## src/include/flm_defines.svh

```systemverilog
// constants of the flash led fault monitor: offsets, fields, resets, timing
`ifndef FLM_DEFINES_SVH
`define FLM_DEFINES_SVH

// ****************************************
// clock and timing
// ****************************************
`define FLM_CLK_KHZ          40000
`define FLM_T_SUPPLY_US      250
`define FLM_T_RAMP_MON_US    8
`define FLM_T_OPEN_NS        2000
`define FLM_T_SHORT_US       250
`define FLM_T_THERMAL_US     250
`define FLM_T_STEP_US        32
`define FLM_T_ADC_STEP_US    250
// cycle counts, rounded up to whole cycles, never below one
`define FLM_US2CYC(t)        ((((t) * `FLM_CLK_KHZ) + 999) / 1000)
`define FLM_NS2CYC(t)        ((((t) * `FLM_CLK_KHZ) + 999999) / 1000000)

// ****************************************
// register offsets
// ****************************************
`define FLM_OFS_SUPPLY_CFG   8'h00
`define FLM_OFS_HALTED_CODE  8'h01
`define FLM_OFS_LED_VMON     8'h02
`define FLM_OFS_ADC_DELAY    8'h03
`define FLM_OFS_FLAGS        8'h04

// ****************************************
// field positions and resets
// ****************************************
`define FLM_SUP_EN_BIT       0
`define FLM_RAMP_EN_BIT      3
`define FLM_VMON_MANUAL_BIT  4
`define FLM_VMON_PDN_BIT     5
`define FLM_VMON_EOC_BIT     7
`define FLM_FLG_TIMEOUT      0
`define FLM_FLG_THERMAL      1
`define FLM_FLG_LED_FAULT    2
`define FLM_FLG_SYNC1        3
`define FLM_FLG_SYNC2        4
`define FLM_FLG_THERMISTOR   5
`define FLM_FLG_RAMP_MON     6
`define FLM_FLG_SUPPLY_MON   7
`define FLM_RST_SUPPLY_CFG   8'h00
`define FLM_RST_LED_VMON     8'h00
`define FLM_RST_ADC_DELAY    8'h00
`define FLM_TORCH_STEPS      4'h7
`define FLM_RAMP_IGNORE      4'h2

`endif

```

## src/include/flm_pkg.sv

```systemverilog
// types shared by the flash led fault monitor
package flm_pkg;
  // ramp phases of the flash turn-on
  typedef enum logic [1:0] {
    FLM_RAMP_IDLE,
    FLM_RAMP_TORCH,
    FLM_RAMP_FLASH,
    FLM_RAMP_HOLD
  } flm_ramp_e;
  // converter delay sequencer
  typedef enum logic [1:0] {
    FLM_ADC_DONE,
    FLM_ADC_WAIT,
    FLM_ADC_SAMPLE
  } flm_adc_e;
  typedef logic [3:0] flm_code_t;
endpackage

```

## src/verilog/flm_fault_monitor.sv

```systemverilog
// fault supervision, flags, halted code latch and led voltage converter control
// Functional notes
// - supply monitor enable bit0, threshold bits 2:1
// - trip forces torch or shutdown per config
// - restore needs supply recovered and flags read
// - supply must stay low 250 us
// - ramp monitor enable bit3, threshold bits 5:4
// - ramp trip freezes current at reached step
// - first two flash codes ignored by monitor
// - ramp monitor needs 8 us low
// - halted codes latched, channel two high nibble
// - ramp steps torch then flash, 32 us
// - 4-bit result of higher led voltage
// - bit5 powers converter down, resets zero
// - sample delay 250 us to 8 ms
// - done falls auto at target, manual read/rewrite
// - eight flags, cleared by flags read
// - timeout flag bit0, cleared read or reset
// - thermal deglitch 250 us, off until read
// - led open 2 us, short 250 us fault
// - led fault clears only when fault gone
// - sync inputs flag active edges by polarity
// - thermistor flag, resume after read and recovery
// - flag bit6 ramp trip, read before resume; code restarts the ramp on the next flash without a read
// - flag bit7 supply monitor trip

`include "flm_defines.svh"

// ****************************************
// synchroniser plus continuous-level deglitch
// ****************************************
module flm_deglitch #(
  parameter int COUNT = 1
) (
  input  wire logic clk_sys,
  input  wire logic rst,
  input  wire logic async_in,  // raw comparator level
  input  wire logic active,    // qualifier, drops count when low
  output logic      level      // high once held for COUNT cycles
);
  localparam int CW = $clog2(COUNT + 1);
  logic          sync1_reg;    // first stage, read only by sync2_reg
  logic          sync2_reg;
  logic [CW-1:0] cnt_reg;      // cycles the level has stood

  // two-stage synchroniser
  always_ff @(posedge clk_sys) begin
    if (rst) begin
      sync1_reg <= 1'b0;
      sync2_reg <= 1'b0;
    end else begin
      sync1_reg <= async_in;
      sync2_reg <= sync1_reg;
    end
  end

  // any gap in the level restarts the count, so short dips never trip
  always_ff @(posedge clk_sys) begin
    if (rst || !active || !sync2_reg) begin
      cnt_reg <= '0;
      level   <= 1'b0;
    end else if (cnt_reg == CW'(COUNT - 1)) begin
      level   <= 1'b1;
    end else begin
      cnt_reg <= cnt_reg + 1'b1;
    end
  end
endmodule

// ****************************************
// top level
// ****************************************
module flm_fault_monitor import flm_pkg::*; #(
  parameter int SUPPLY_CYC  = `FLM_US2CYC(`FLM_T_SUPPLY_US),
  parameter int SHORT_CYC   = `FLM_US2CYC(`FLM_T_SHORT_US),
  parameter int THERMAL_CYC = `FLM_US2CYC(`FLM_T_THERMAL_US),
  parameter int ADC_STEP_CYC = `FLM_US2CYC(`FLM_T_ADC_STEP_US)
) (
  input  wire logic       clk_sys,
  input  wire logic       rst,              // hardware enable low
  // register port from the control interface front end
  input  wire logic [7:0] reg_addr,
  input  wire logic       reg_wr,
  input  wire logic       reg_rd,
  input  wire logic [7:0] reg_wdata,
  output logic      [7:0] reg_rdata,
  // mode control, same clock
  input  wire logic       mode_flash,
  input  wire logic       mode_torch,
  input  wire logic       mode_privacy,
  input  wire logic       flash_start,      // pulse: ramp begins
  input  wire logic       flash_timer_expired, // pulse: timeout hit
  input  wire flm_code_t  led1_target,
  input  wire flm_code_t  led2_target,
  input  wire logic       supply_trip_to_off,  // 1 shutdown, 0 torch
  input  wire logic       sync1_mode,
  input  wire logic       sync2_mode,
  input  wire logic       sync1_pol_high,
  input  wire logic       sync2_pol_high,
  input  wire logic       thermistor_mode,
  // analog comparators and converter, asynchronous
  input  wire logic       supply_below_trip,
  input  wire logic       supply_below_ramp_trip,
  input  wire logic       output_overvoltage_trip,
  input  wire logic       led_pin_below_short,
  input  wire logic       overtemp,
  input  wire logic       thermistor_below_trip,
  input  wire logic       rf_sync_input_one,
  input  wire logic       rf_sync_input_two,
  input  wire flm_code_t  adc_value,        // max of the two led voltages
  // outputs to the current sources and converter
  output logic            force_torch,
  output logic            force_off,
  output flm_code_t       led1_code,
  output flm_code_t       led2_code,
  output logic            ramp_torch_phase,
  output logic            ramp_at_target,
  output logic            adc_enable,
  output logic            adc_sample
);
  localparam int STEP_CYC     = `FLM_US2CYC(`FLM_T_STEP_US);
  localparam int RAMP_MON_CYC = `FLM_US2CYC(`FLM_T_RAMP_MON_US);
  localparam int OPEN_CYC     = `FLM_NS2CYC(`FLM_T_OPEN_NS);
  localparam int SW  = $clog2(STEP_CYC + 1);
  localparam int AW  = $clog2(ADC_STEP_CYC + 1);

  // ****************************************
  // registers and state
  // ****************************************
  logic [7:0] supply_cfg_reg;      // supply_monitor_config
  logic [7:0] halted_code_reg;     // halted_flash_code
  logic [5:4] vmon_ctl_reg;        // manual mode and power-down
  flm_code_t  vmon_result_reg;     // converter result
  logic       eoc_reg;             // conversion done
  logic [4:0] adc_delay_reg;       // converter_sample_delay, steps minus one
  logic [7:0] flags_reg;           // fault_event_flags
  logic [7:0] flags_next;
  logic [7:0] flag_set;
  logic [7:0] flag_clr;
  flm_ramp_e  ramp_state_reg;
  logic [SW-1:0] step_cnt_reg;     // cycles within one ramp step
  flm_code_t  fstep_reg;           // ramp step index
  logic       supply_wait_read_reg; // trip seen, waiting for flags read
  logic       thermal_off_reg;
  logic       ntc_hold_reg;
  logic       ntc_wait_read_reg;
  flm_adc_e   adc_state_reg;
  logic [4:0] adc_steps_reg;
  logic [AW-1:0] adc_cnt_reg;
  logic       sync1_prev_reg;
  logic       sync2_prev_reg;
  // deglitched levels
  logic supply_low;
  logic supply_low_now;
  logic ramp_low;
  logic open_hit;
  logic short_hit;
  logic tsd_hit;
  logic ntc_low;
  logic tx1_lvl;
  logic tx2_lvl;
  flm_code_t adc_sync;
  logic flags_read;
  logic vmon_read;
  logic led_active;
  logic ramp_mon_armed;
  logic ramp_trip;

  assign flags_read = reg_rd && (reg_addr == `FLM_OFS_FLAGS);
  assign vmon_read  = reg_rd && (reg_addr == `FLM_OFS_LED_VMON);
  assign led_active = mode_flash || mode_torch || mode_privacy;

  // ****************************************
  // synchronised comparators and deglitch timers
  // ****************************************
  flm_deglitch #(.COUNT(SUPPLY_CYC)) u_supply (
    .clk_sys(clk_sys), .rst(rst), .async_in(supply_below_trip),
    .active(supply_cfg_reg[`FLM_SUP_EN_BIT]), .level(supply_low));
  // undelayed copy, used only to see the supply come back
  flm_deglitch #(.COUNT(1)) u_supply_now (
    .clk_sys(clk_sys), .rst(rst), .async_in(supply_below_trip),
    .active(1'b1), .level(supply_low_now));
  // armed only while climbing and past the first two flash codes
  assign ramp_mon_armed = supply_cfg_reg[`FLM_RAMP_EN_BIT] &&
                          (ramp_state_reg == FLM_RAMP_FLASH) &&
                          (fstep_reg >= `FLM_RAMP_IGNORE);
  flm_deglitch #(.COUNT(RAMP_MON_CYC)) u_ramp (
    .clk_sys(clk_sys), .rst(rst), .async_in(supply_below_ramp_trip),
    .active(ramp_mon_armed), .level(ramp_low));
  flm_deglitch #(.COUNT(OPEN_CYC)) u_open (
    .clk_sys(clk_sys), .rst(rst), .async_in(output_overvoltage_trip),
    .active(led_active), .level(open_hit));
  flm_deglitch #(.COUNT(SHORT_CYC)) u_short (
    .clk_sys(clk_sys), .rst(rst), .async_in(led_pin_below_short),
    .active(led_active), .level(short_hit));
  flm_deglitch #(.COUNT(THERMAL_CYC)) u_tsd (
    .clk_sys(clk_sys), .rst(rst), .async_in(overtemp),
    .active(1'b1), .level(tsd_hit));
  flm_deglitch #(.COUNT(1)) u_ntc (
    .clk_sys(clk_sys), .rst(rst), .async_in(thermistor_below_trip),
    .active(1'b1), .level(ntc_low));
  flm_deglitch #(.COUNT(1)) u_tx1 (
    .clk_sys(clk_sys), .rst(rst), .async_in(rf_sync_input_one),
    .active(1'b1), .level(tx1_lvl));
  flm_deglitch #(.COUNT(1)) u_tx2 (
    .clk_sys(clk_sys), .rst(rst), .async_in(rf_sync_input_two),
    .active(1'b1), .level(tx2_lvl));
  // converter bits pass a synchroniser each; sampled only after settling
  genvar gi;
  for (gi = 0; gi < 4; gi++) begin : g_adc
    flm_deglitch #(.COUNT(1)) u_adc (
      .clk_sys(clk_sys), .rst(rst), .async_in(adc_value[gi]),
      .active(1'b1), .level(adc_sync[gi]));
  end

  assign ramp_trip = ramp_low && (ramp_state_reg == FLM_RAMP_FLASH);

  // ****************************************
  // flash turn-on ramp
  // ****************************************
  // one shared step index; each channel stops at its own target
  always_ff @(posedge clk_sys) begin
    if (rst || !mode_flash) begin
      ramp_state_reg <= FLM_RAMP_IDLE;
      step_cnt_reg   <= '0;
      fstep_reg      <= '0;
    end else begin
      case (ramp_state_reg)
        FLM_RAMP_IDLE: begin
          if (flash_start) begin
            ramp_state_reg <= FLM_RAMP_TORCH;
            step_cnt_reg   <= '0;
            fstep_reg      <= '0;
          end
        end
        FLM_RAMP_TORCH, FLM_RAMP_FLASH: begin
          if (ramp_trip) begin
            ramp_state_reg <= FLM_RAMP_HOLD;
          end else if (step_cnt_reg == SW'(STEP_CYC - 1)) begin
            step_cnt_reg <= '0;
            if (ramp_state_reg == FLM_RAMP_TORCH) begin
              // torch codes run out, flash codes start from zero
              if (fstep_reg == `FLM_TORCH_STEPS) begin
                ramp_state_reg <= FLM_RAMP_FLASH;
                fstep_reg      <= '0;
              end else begin
                fstep_reg <= fstep_reg + 1'b1;
              end
            end else if (fstep_reg >= led1_target && fstep_reg >= led2_target) begin
              ramp_state_reg <= FLM_RAMP_HOLD;
            end else begin
              fstep_reg <= fstep_reg + 1'b1;
            end
          end else begin
            step_cnt_reg <= step_cnt_reg + 1'b1;
          end
        end
        FLM_RAMP_HOLD: begin
          step_cnt_reg <= '0;                                          // frozen level
        end
        default: begin
          ramp_state_reg <= FLM_RAMP_IDLE;
        end
      endcase
    end
  end

  // channel codes follow the ramp, clipped at each target
  always_ff @(posedge clk_sys) begin
    if (rst) begin
      led1_code        <= '0;
      led2_code        <= '0;
      ramp_torch_phase <= 1'b0;
      ramp_at_target   <= 1'b0;
    end else begin
      led1_code        <= (fstep_reg > led1_target) ? led1_target : fstep_reg;
      led2_code        <= (fstep_reg > led2_target) ? led2_target : fstep_reg;
      ramp_torch_phase <= (ramp_state_reg == FLM_RAMP_TORCH);
      ramp_at_target   <= (ramp_state_reg == FLM_RAMP_HOLD);
    end
  end

  // halted codes, channel one low nibble
  always_ff @(posedge clk_sys) begin
    if (rst) begin
      halted_code_reg <= 8'h00;
    end else if (ramp_trip) begin
      halted_code_reg <= {led2_code, led1_code};
    end
  end

  // ****************************************
  // protective holds on the current sources
  // ****************************************
  // supply trip holds until the supply recovers and the flags were read
  always_ff @(posedge clk_sys) begin
    if (rst) begin
      force_torch          <= 1'b0;
      force_off            <= 1'b0;
      supply_wait_read_reg <= 1'b0;
    end else if (supply_low) begin
      force_torch          <= !supply_trip_to_off;
      force_off            <= supply_trip_to_off || thermal_off_reg || ntc_hold_reg;
      supply_wait_read_reg <= 1'b1;
    end else begin
      if (flags_read) begin
        supply_wait_read_reg <= 1'b0;
      end
      // release only once both conditions have been met
      if (!supply_wait_read_reg && !supply_low_now) begin
        force_torch <= 1'b0;
        force_off   <= thermal_off_reg || ntc_hold_reg;
      end else begin
        force_off   <= force_off || thermal_off_reg || ntc_hold_reg;
      end
    end
  end

  // thermal and thermistor shutdown; a read once overtemp has cleared releases thermal
  always_ff @(posedge clk_sys) begin
    if (rst) begin
      thermal_off_reg   <= 1'b0;
      ntc_hold_reg      <= 1'b0;
      ntc_wait_read_reg <= 1'b0;
    end else begin
      if (tsd_hit) begin
        thermal_off_reg <= 1'b1;
      end else if (flags_read) begin
        thermal_off_reg <= 1'b0;
      end
      if (flag_set[`FLM_FLG_THERMISTOR]) begin
        ntc_hold_reg      <= 1'b1;
        ntc_wait_read_reg <= 1'b1;
      end else begin
        if (flags_read) begin
          ntc_wait_read_reg <= 1'b0;
        end
        if (!ntc_wait_read_reg && !ntc_low) begin
          ntc_hold_reg <= 1'b0;
        end
      end
    end
  end

  // ****************************************
  // flags register
  // ****************************************
  always_ff @(posedge clk_sys) begin
    if (rst) begin
      sync1_prev_reg <= 1'b0;
      sync2_prev_reg <= 1'b0;
    end else begin
      sync1_prev_reg <= tx1_lvl;
      sync2_prev_reg <= tx2_lvl;
    end
  end

  always_comb begin
    flag_set = 8'h00;
    flag_set[`FLM_FLG_TIMEOUT]    = mode_flash && flash_timer_expired;
    flag_set[`FLM_FLG_THERMAL]    = tsd_hit;
    flag_set[`FLM_FLG_LED_FAULT]  = open_hit || short_hit;
    flag_set[`FLM_FLG_SYNC1]      = sync1_mode && (tx1_lvl != sync1_prev_reg) &&
                                    (tx1_lvl == sync1_pol_high);
    flag_set[`FLM_FLG_SYNC2]      = sync2_mode && (tx2_lvl != sync2_prev_reg) &&
                                    (tx2_lvl == sync2_pol_high);
    flag_set[`FLM_FLG_THERMISTOR] = thermistor_mode && ntc_low &&
                                    (mode_flash || mode_torch);
    flag_set[`FLM_FLG_RAMP_MON]   = ramp_trip;
    flag_set[`FLM_FLG_SUPPLY_MON] = supply_low;
    // a read clears all bits except those set in the same cycle, which win; the led fault only once it is gone
    flag_clr = flags_read ? 8'hff : 8'h00;
    flag_clr[`FLM_FLG_LED_FAULT] = flags_read && !open_hit && !short_hit;
    flags_next = (flags_reg & ~flag_clr) | flag_set;
  end

  always_ff @(posedge clk_sys) begin
    if (rst) begin
      flags_reg <= 8'h00;
    end else begin
      flags_reg <= flags_next;
    end
  end

  // ****************************************
  // writable registers
  // ****************************************
  always_ff @(posedge clk_sys) begin
    if (rst) begin
      supply_cfg_reg <= `FLM_RST_SUPPLY_CFG;
      vmon_ctl_reg   <= 2'(`FLM_RST_LED_VMON >> 4);
      adc_delay_reg  <= 5'(`FLM_RST_ADC_DELAY);
    end else if (reg_wr) begin
      case (reg_addr)
        `FLM_OFS_SUPPLY_CFG: supply_cfg_reg <= {2'b00, reg_wdata[5:0]};
        `FLM_OFS_LED_VMON:   vmon_ctl_reg   <= reg_wdata[5:4];
        `FLM_OFS_ADC_DELAY:  adc_delay_reg  <= reg_wdata[4:0];
        default: begin
        end
      endcase
    end
  end

  // ****************************************
  // led voltage converter sequencer
  // ****************************************
  // done falls on target reached (auto), or on read / manual rewrite
  always_ff @(posedge clk_sys) begin
    if (rst) begin
      adc_state_reg   <= FLM_ADC_DONE;
      eoc_reg         <= 1'b1;
      adc_steps_reg   <= '0;
      adc_cnt_reg     <= '0;
      vmon_result_reg <= '0;
      adc_sample      <= 1'b0;
      adc_enable      <= 1'b0;
    end else begin
      adc_enable <= !vmon_ctl_reg[`FLM_VMON_PDN_BIT];
      adc_sample <= 1'b0;
      case (adc_state_reg)
        FLM_ADC_DONE: begin
          if (!vmon_ctl_reg[`FLM_VMON_PDN_BIT] &&
              ((!vmon_ctl_reg[`FLM_VMON_MANUAL_BIT] && ramp_state_reg == FLM_RAMP_FLASH &&
                fstep_reg >= led1_target && fstep_reg >= led2_target &&
                step_cnt_reg == SW'(STEP_CYC - 1)) ||
               (vmon_ctl_reg[`FLM_VMON_MANUAL_BIT] && vmon_read) ||
               (reg_wr && reg_addr == `FLM_OFS_LED_VMON &&
                reg_wdata[`FLM_VMON_MANUAL_BIT]))) begin
            eoc_reg       <= 1'b0;
            adc_state_reg <= FLM_ADC_WAIT;
            adc_steps_reg <= '0;
            adc_cnt_reg   <= '0;
          end
        end
        FLM_ADC_WAIT: begin
          // delay is (field + 1) steps of 250 us
          if (adc_cnt_reg == AW'(ADC_STEP_CYC - 1)) begin
            adc_cnt_reg <= '0;
            if (adc_steps_reg == adc_delay_reg) begin
              adc_state_reg <= FLM_ADC_SAMPLE;
              adc_sample    <= 1'b1;
            end else begin
              adc_steps_reg <= adc_steps_reg + 1'b1;
            end
          end else begin
            adc_cnt_reg <= adc_cnt_reg + 1'b1;
          end
        end
        FLM_ADC_SAMPLE: begin
          vmon_result_reg <= adc_sync;
          eoc_reg         <= 1'b1;
          adc_state_reg   <= FLM_ADC_DONE;
        end
        default: begin
          adc_state_reg <= FLM_ADC_DONE;
        end
      endcase
    end
  end

  // ****************************************
  // read data, one cycle after the strobe
  // ****************************************
  always_ff @(posedge clk_sys) begin
    if (rst) begin
      reg_rdata <= 8'h00;
    end else if (reg_rd) begin
      case (reg_addr)
        `FLM_OFS_SUPPLY_CFG:  reg_rdata <= supply_cfg_reg;
        `FLM_OFS_HALTED_CODE: reg_rdata <= halted_code_reg;
        `FLM_OFS_LED_VMON:    reg_rdata <= {eoc_reg, 1'b0, vmon_ctl_reg, vmon_result_reg};
        `FLM_OFS_ADC_DELAY:   reg_rdata <= {3'b000, adc_delay_reg};
        `FLM_OFS_FLAGS:       reg_rdata <= flags_reg;
        default:              reg_rdata <= 8'h00;                      // unmapped
      endcase
    end
  end
endmodule

```

## config.mk

```make
export PLATFORM = sky130hd
export DESIGN_NAME = flm_fault_monitor
export DESIGN_NICKNAME = d
export VERILOG_FILES = /design/src/include/flm_pkg.sv /design/src/verilog/flm_fault_monitor.sv
export VERILOG_INCLUDE_DIRS = /design/src /design/src/include
export SDC_FILE = /design/constraint.sdc
export NUM_CORES = 1
export LEC_CHECK = 0
export BUFFER_PORTS_ARGS = -buffer_cell sky130_fd_sc_hd__buf_2
export CAP_MARGIN = 20
export CORE_AREA = 2 2 159 161
export DETAILED_ROUTE_END_ITERATION = 6
export DIE_AREA = 0 0 161 163
export GPL_TIMING_DRIVEN = 0
export SLEW_MARGIN = 15
export SYNTH_ARGS = -nofsm -noshare
export SYNTH_HDL_FRONTEND = slang
export SYNTH_SLANG_ARGS = --single-unit
export TNS_END_PERCENT = 100
```

## constraint.sdc

```tcl
create_clock -name clk_sys -period 4.3 [get_ports clk_sys]
set_clock_uncertainty 0.2 [all_clocks]
set_input_delay 0.215 -clock clk_sys [delete_from_list [all_inputs] [get_ports clk_sys]]
set_output_delay 0.215 -clock clk_sys [all_outputs]
set_load 0.005 [all_outputs]
```

Word-level counts from Yosys, hierarchy flattened. Index checks and enable logic that the tools add are counted.

Register bits: 203. Word-level logic and storage cells: 300.

Bitwise gates (word level): 13. Eq/ne operators: 33. Multiplexer cells: 46. Order comparisons: 5. Add/sub/neg operators: 17. Reductions and logical operators: 108.

Operators by type and width (count): adder 14 x 1 -> 14 bit (second input constant) (4); equality test 14 bit (second input constant) (4); case mux 8 bit (5 select lines) (1); 2-to-1 mux 11 bit (3); case mux 11 bit (3 select lines) (1); 2-to-1 mux 4 bit (8); 2-to-1 mux 14 bit (2); case mux 14 bit (2 select lines) (1); logical OR 1 bit (27); logical AND 1 bit (25); zero test 1 bit (25); 2-to-1 mux 2 bit (9); OR reduction 2 bit (9); equality test 8 x 2 -> 1 bit (second input constant) (2); nonzero test 2 bit (8); 2-to-1 mux 5 bit (3); inequality test 2 bit (second input constant) (7); 2-to-1 mux 1 bit (12); AND reduction 2 bit (6); adder 11 x 1 -> 11 bit (second input constant) (1); equality test 11 bit (second input constant) (1); inverter 1 bit (10); case mux 5 bit (2 select lines) (1); AND reduction 5 bit (2); other kinds (32) (50).

Longest topological paths before layout.
Depth after elaboration: 10. Gate-level depth with buffers: 9. Mapped depth without buffers: 8.

Modules after synthesis. From an unflattened synthesis, not the netlist that was laid out.

Cells, all modules: 986. Area, all modules: 9036.2 µm².

Modules (own cells, without submodules): flm_fault_monitor (instances 1, area an instance 4812.1 µm², cells an instance 556); flm_deglitch at u_short ... (instances 3, area an instance 753.2 µm², cells an instance 82); flm_deglitch at g_adc[0].u_adc ... (instances 8, area an instance 123.9 µm², cells an instance 10); flm_deglitch at u_ramp (instances 1, area an instance 554.3 µm², cells an instance 59); flm_deglitch at u_open (instances 1, area an instance 419.2 µm², cells an instance 45).

Worst setup path after synthesis. Ideal clock, no wire load.

Kind: register to register. From: reg fstep_reg[1]. To: reg fstep_reg[3]. Clock period less this slack: 2.520 ns. Arrival: 2.249 ns. Setup time: 0.072 ns. Cell stages (with the launch flop): 8. Data required time: 4.028 ns. Setup slack: 1.780 ns. Cells stage by stage: dfxtp_1 > ha_1 > nor2b_1 > o211a_1 > o22ai_2 > a41oi_2 > or4_1 > a21oi_1.

Cells in the longest elaborated chain, start to end: 6. Elaborated cells on any way between the ends: 13. Those cells by class: add/sub (1); order compare (2); eq/ne (2); mux (6); reduce/logical (2).

Ends and longest elaborated chain: start: declaration (RTL line flm_fault_monitor.sv:142) `flm_code_t fstep_reg;`; start signal: assignment (RTL line flm_fault_monitor.sv:247) `fstep_reg <= fstep_reg + 1'b1;`; start signal: assignment (RTL line flm_fault_monitor.sv:252) `fstep_reg <= fstep_reg + 1'b1;`; adder 4 x 1 -> 4 bit or equality test 4 x 3 -> 1 bit (tied branches); 2-to-1 mux 4 bit, on equally long branches (RTL line flm_fault_monitor.sv:249, flm_fault_monitor.sv:243); 2-to-1 mux 4 bit (RTL line flm_fault_monitor.sv:241) `if (ramp_state_reg == FLM_RAMP_TORCH) begin`; 2-to-1 mux 4 bit (RTL line flm_fault_monitor.sv:239) `end else if (step_cnt_reg == SW'(STEP_CYC - 1)) begin`; 2-to-1 mux 4 bit (RTL line flm_fault_monitor.sv:237) `if (ramp_trip) begin`; case mux 4 bit (2 select lines) (RTL line flm_fault_monitor.sv:228) `case (ramp_state_reg)`.

Several ways; a longest one is shown, not always the timed one. The select of a mux whose other input is x is not followed. A chain may end at the register's enable or synchronous reset.

Worst setup path in the final report. Same ends and word-level chain as after synthesis.

==> metrics.txt <==
Least-Margin Pin Slew 0.831 ns; drt first pass iters 5; FF-to-FF path depth 7; first-pass GRT wire length 32400 um; Tmin final 2.94 ns; max_slew headroom 44.5%; MaxCap Viol Count 0; Post-synth EDFFs 0; pin count of the biggest net entering global routing 13; ys flop type dfxtp_1; Ports 73; vias per cell 4.85; count leader, synth dfxtp_1; die height between 150 and 200 um; post-synthesis cell area 8470 um2; share of the synthesized area in the top cell type 48.0%; CP max-delay cell or4_1; routability cong. between 0.8 and 0.9; Final Max Slew Viols 0; core area 24700 um2; GR Util All Layers 15.0%; CTS clock-pin slew for the worst setup and hold paths 0.06 ns; outcome finished, final reports clean; PortBufs 68; top cell types by occurrence after synthesis dfxtp_1, nor2_1, nand2_1, a21oi_1; Cells after DPL 1337; Post-CTS Setup Repair Bufs 0; Crit. End Element register; Post-CTS Resized 0; Synth Warn # 0; Critical path origin fstep_reg[1]; CTS tree yes; ys async rst share 0%; setup ws final 1.36 ns; share of cells above drive strength 1 12.0%; insertion delay to the later sink of the worst-skew pair 0.51 ns; CP max stage delay approximately 0.56 ns; Final nets 1144; Mean Syn Cell Area 9.08 um2; # DRC 0; number of global-route vias before repair 6451; Startpoint Class register; reg2reg start fstep_reg[1]; placed cell area 9250 um2; CTS buffer count 23; Mapped Cells just over 900; Yosys cell types 65; diode count 0; final core utilization ~42%; pre-CTS setup slack 1.37 ns; Routed wire per std cell 13.9 um; maximum vdd drop about 0.27 mV; Worst Hold Slack 0.00711 ns; final wirelength slightly below 20000 um; initial antenna violation count 0; Sink Count 203; Req. time, crit path around 4.5 ns; GR Overflow Total 0; Design Area, Final 10400 um2; Max Freq 0.341 GHz; period utilization between 60% and 70%; Synth Register Bits 203; R2R Path End fstep_reg[3]; r2r setup slk 1.36 ns; Area Overhead vs Synth 23.0%; kind of critical path reg -> reg; Vias 6857; ranking of synthesized cells by area dfxtp_1, nor2_1, xor2_1; worst path arrival time 3.17 ns; Layout Cells excl Fill 1414; post-DP HPWL 14100 um; initial core utilization between 30 and 40%; Clock Tree Root clkbuf_16; H-Tree Depth 1; multi-input logic area about 4200 um2; critical path endpoint fstep_reg[3]; First DRT Iteration DRCs 331; final total power 4.13 mW; Cell Chain, Critical Path ha_1 -> nor2b_1 -> o211a_1 -> o22ai_2 -> a41oi_2 -> or4_1 -> a21oi_1; RSZ-0062 raised after global routing no; remaining antenna violation count 0; Synth area leader dfxtp_1; Die Wd 161 um; Tightest Hold Check Type in -> reg; final setup vio count 0; Pwr Density 397 nW/um2; CP max FO 9; FILL cells 2452; die area 26200 um2; FF/Latch Area 4060 um2; Seq/Total Area, Yosys between 40% and 50%; Rows 58; Max Buffers Root-to-Sink 3; setup total negative slack 0 ns; Hold Vio Cnt, Final 0; LEAKAGE roughly 4 nW
## per-layer routing
layer  track usage (%)  up-vias  routed length (um)
met5                 0        -                   0
met2              25.0      123                9060
li1                  -     3510                   -
met3              2.67       28                 838
met4              3.73        0                 328
met1              20.0     3196                9500
## how the worst min path moves through the flow
stage	start	endpoint	slack, ns	cells past startpoint
6_report	mode_privacy	u_short.cnt_reg[7]	0.007	5
5_1_grt	mode_privacy	u_short.cnt_reg[7]	0.03	5
4_1_cts	flash_start	step_cnt_reg[4]	0.002	4
3_5_place_dp	thermistor_below_trip	u_ntc.sync1_reg	0.23	2
3_3_place_gp	u_open.sync1_reg	u_open.sync2_reg	0.22	1
2_1_floorplan	adc_value[0]	g_adc[0].u_adc.sync1_reg	0.14	1
## power breakdown
group | leakage, nW | switching [mW] | internal [mW] | total [mW]
registers | 1.65 | 0.0121 | 1.91 | 1.92
logic | 2.02 | 0.104 | 0.0825 | 0.186
clock network | 0.386 | 0.764 | 1.26 | 2.03
## cell type report
type,instances,area share (%)
timing repair buffer,106,6.92
clock inverter,6,1.08
inverter,21,0.757
multi-input combinational,683,40.6
buffer,32,1.18
sequential,203,39.0
tap,330,3.97
clock buffer,33,6.46
## placed cells by master, fill, tap and decap left out, drive strengths merged, types with 4 or more instances in the layout
cell         count
nor3            20
buf             73
or3             11
conb             8
and3            29
and2             4
dfxtp          203
a22oi            4
a21oi           44
a211oi          10
nor2b           36
clkbuf          60
nor4b            5
a31oi            6
a222oi           6
ha              23
mux2            13
xnor2           17
o21ai           29
a311oi           7
mux2i           33
xor2            39
dlygate4sd3     38
o211ai           4
nand3           39
nand2           71
inv             22
nand4           20
nor2           147
nand2b          14
nand3b           4
## kinds of logic after synthesis
| group | after synthesis | share of synthesized area [%] |
|---|---|---|
| buffers and inverters | 53 | 2.38 |
| AO/OA/AOI/OAI | 133 | 10.5 |
| adder cells (fa/ha/maj) | 23 | 3.40 |
| multiplexers | 46 | 5.63 |
| XOR/XNOR | 56 | 5.79 |
| AND/OR/NAND/NOR | 417 | 24.3 |
| other | 1 | 0.0443 |
| flip-flops | 203 | 48.0 |
## timing repair
item | CTS | global route
setup endpoints to repair | 0 | 0
endpoints found under the hold margin | 45 | 0
hold buffers | 38 | 0
## worst max-delay path, delay by kind of cell (launching register included)
kind | cells | cell delay [ns]
AND/OR/NAND/NOR | 2 | 0.70
adder cells (fa/ha/maj) | 1 | 0.33
flip-flops | 1 | 0.53
AO/OA/AOI/OAI | 4 | 1.11
Power figures use the tool's default switching activity.
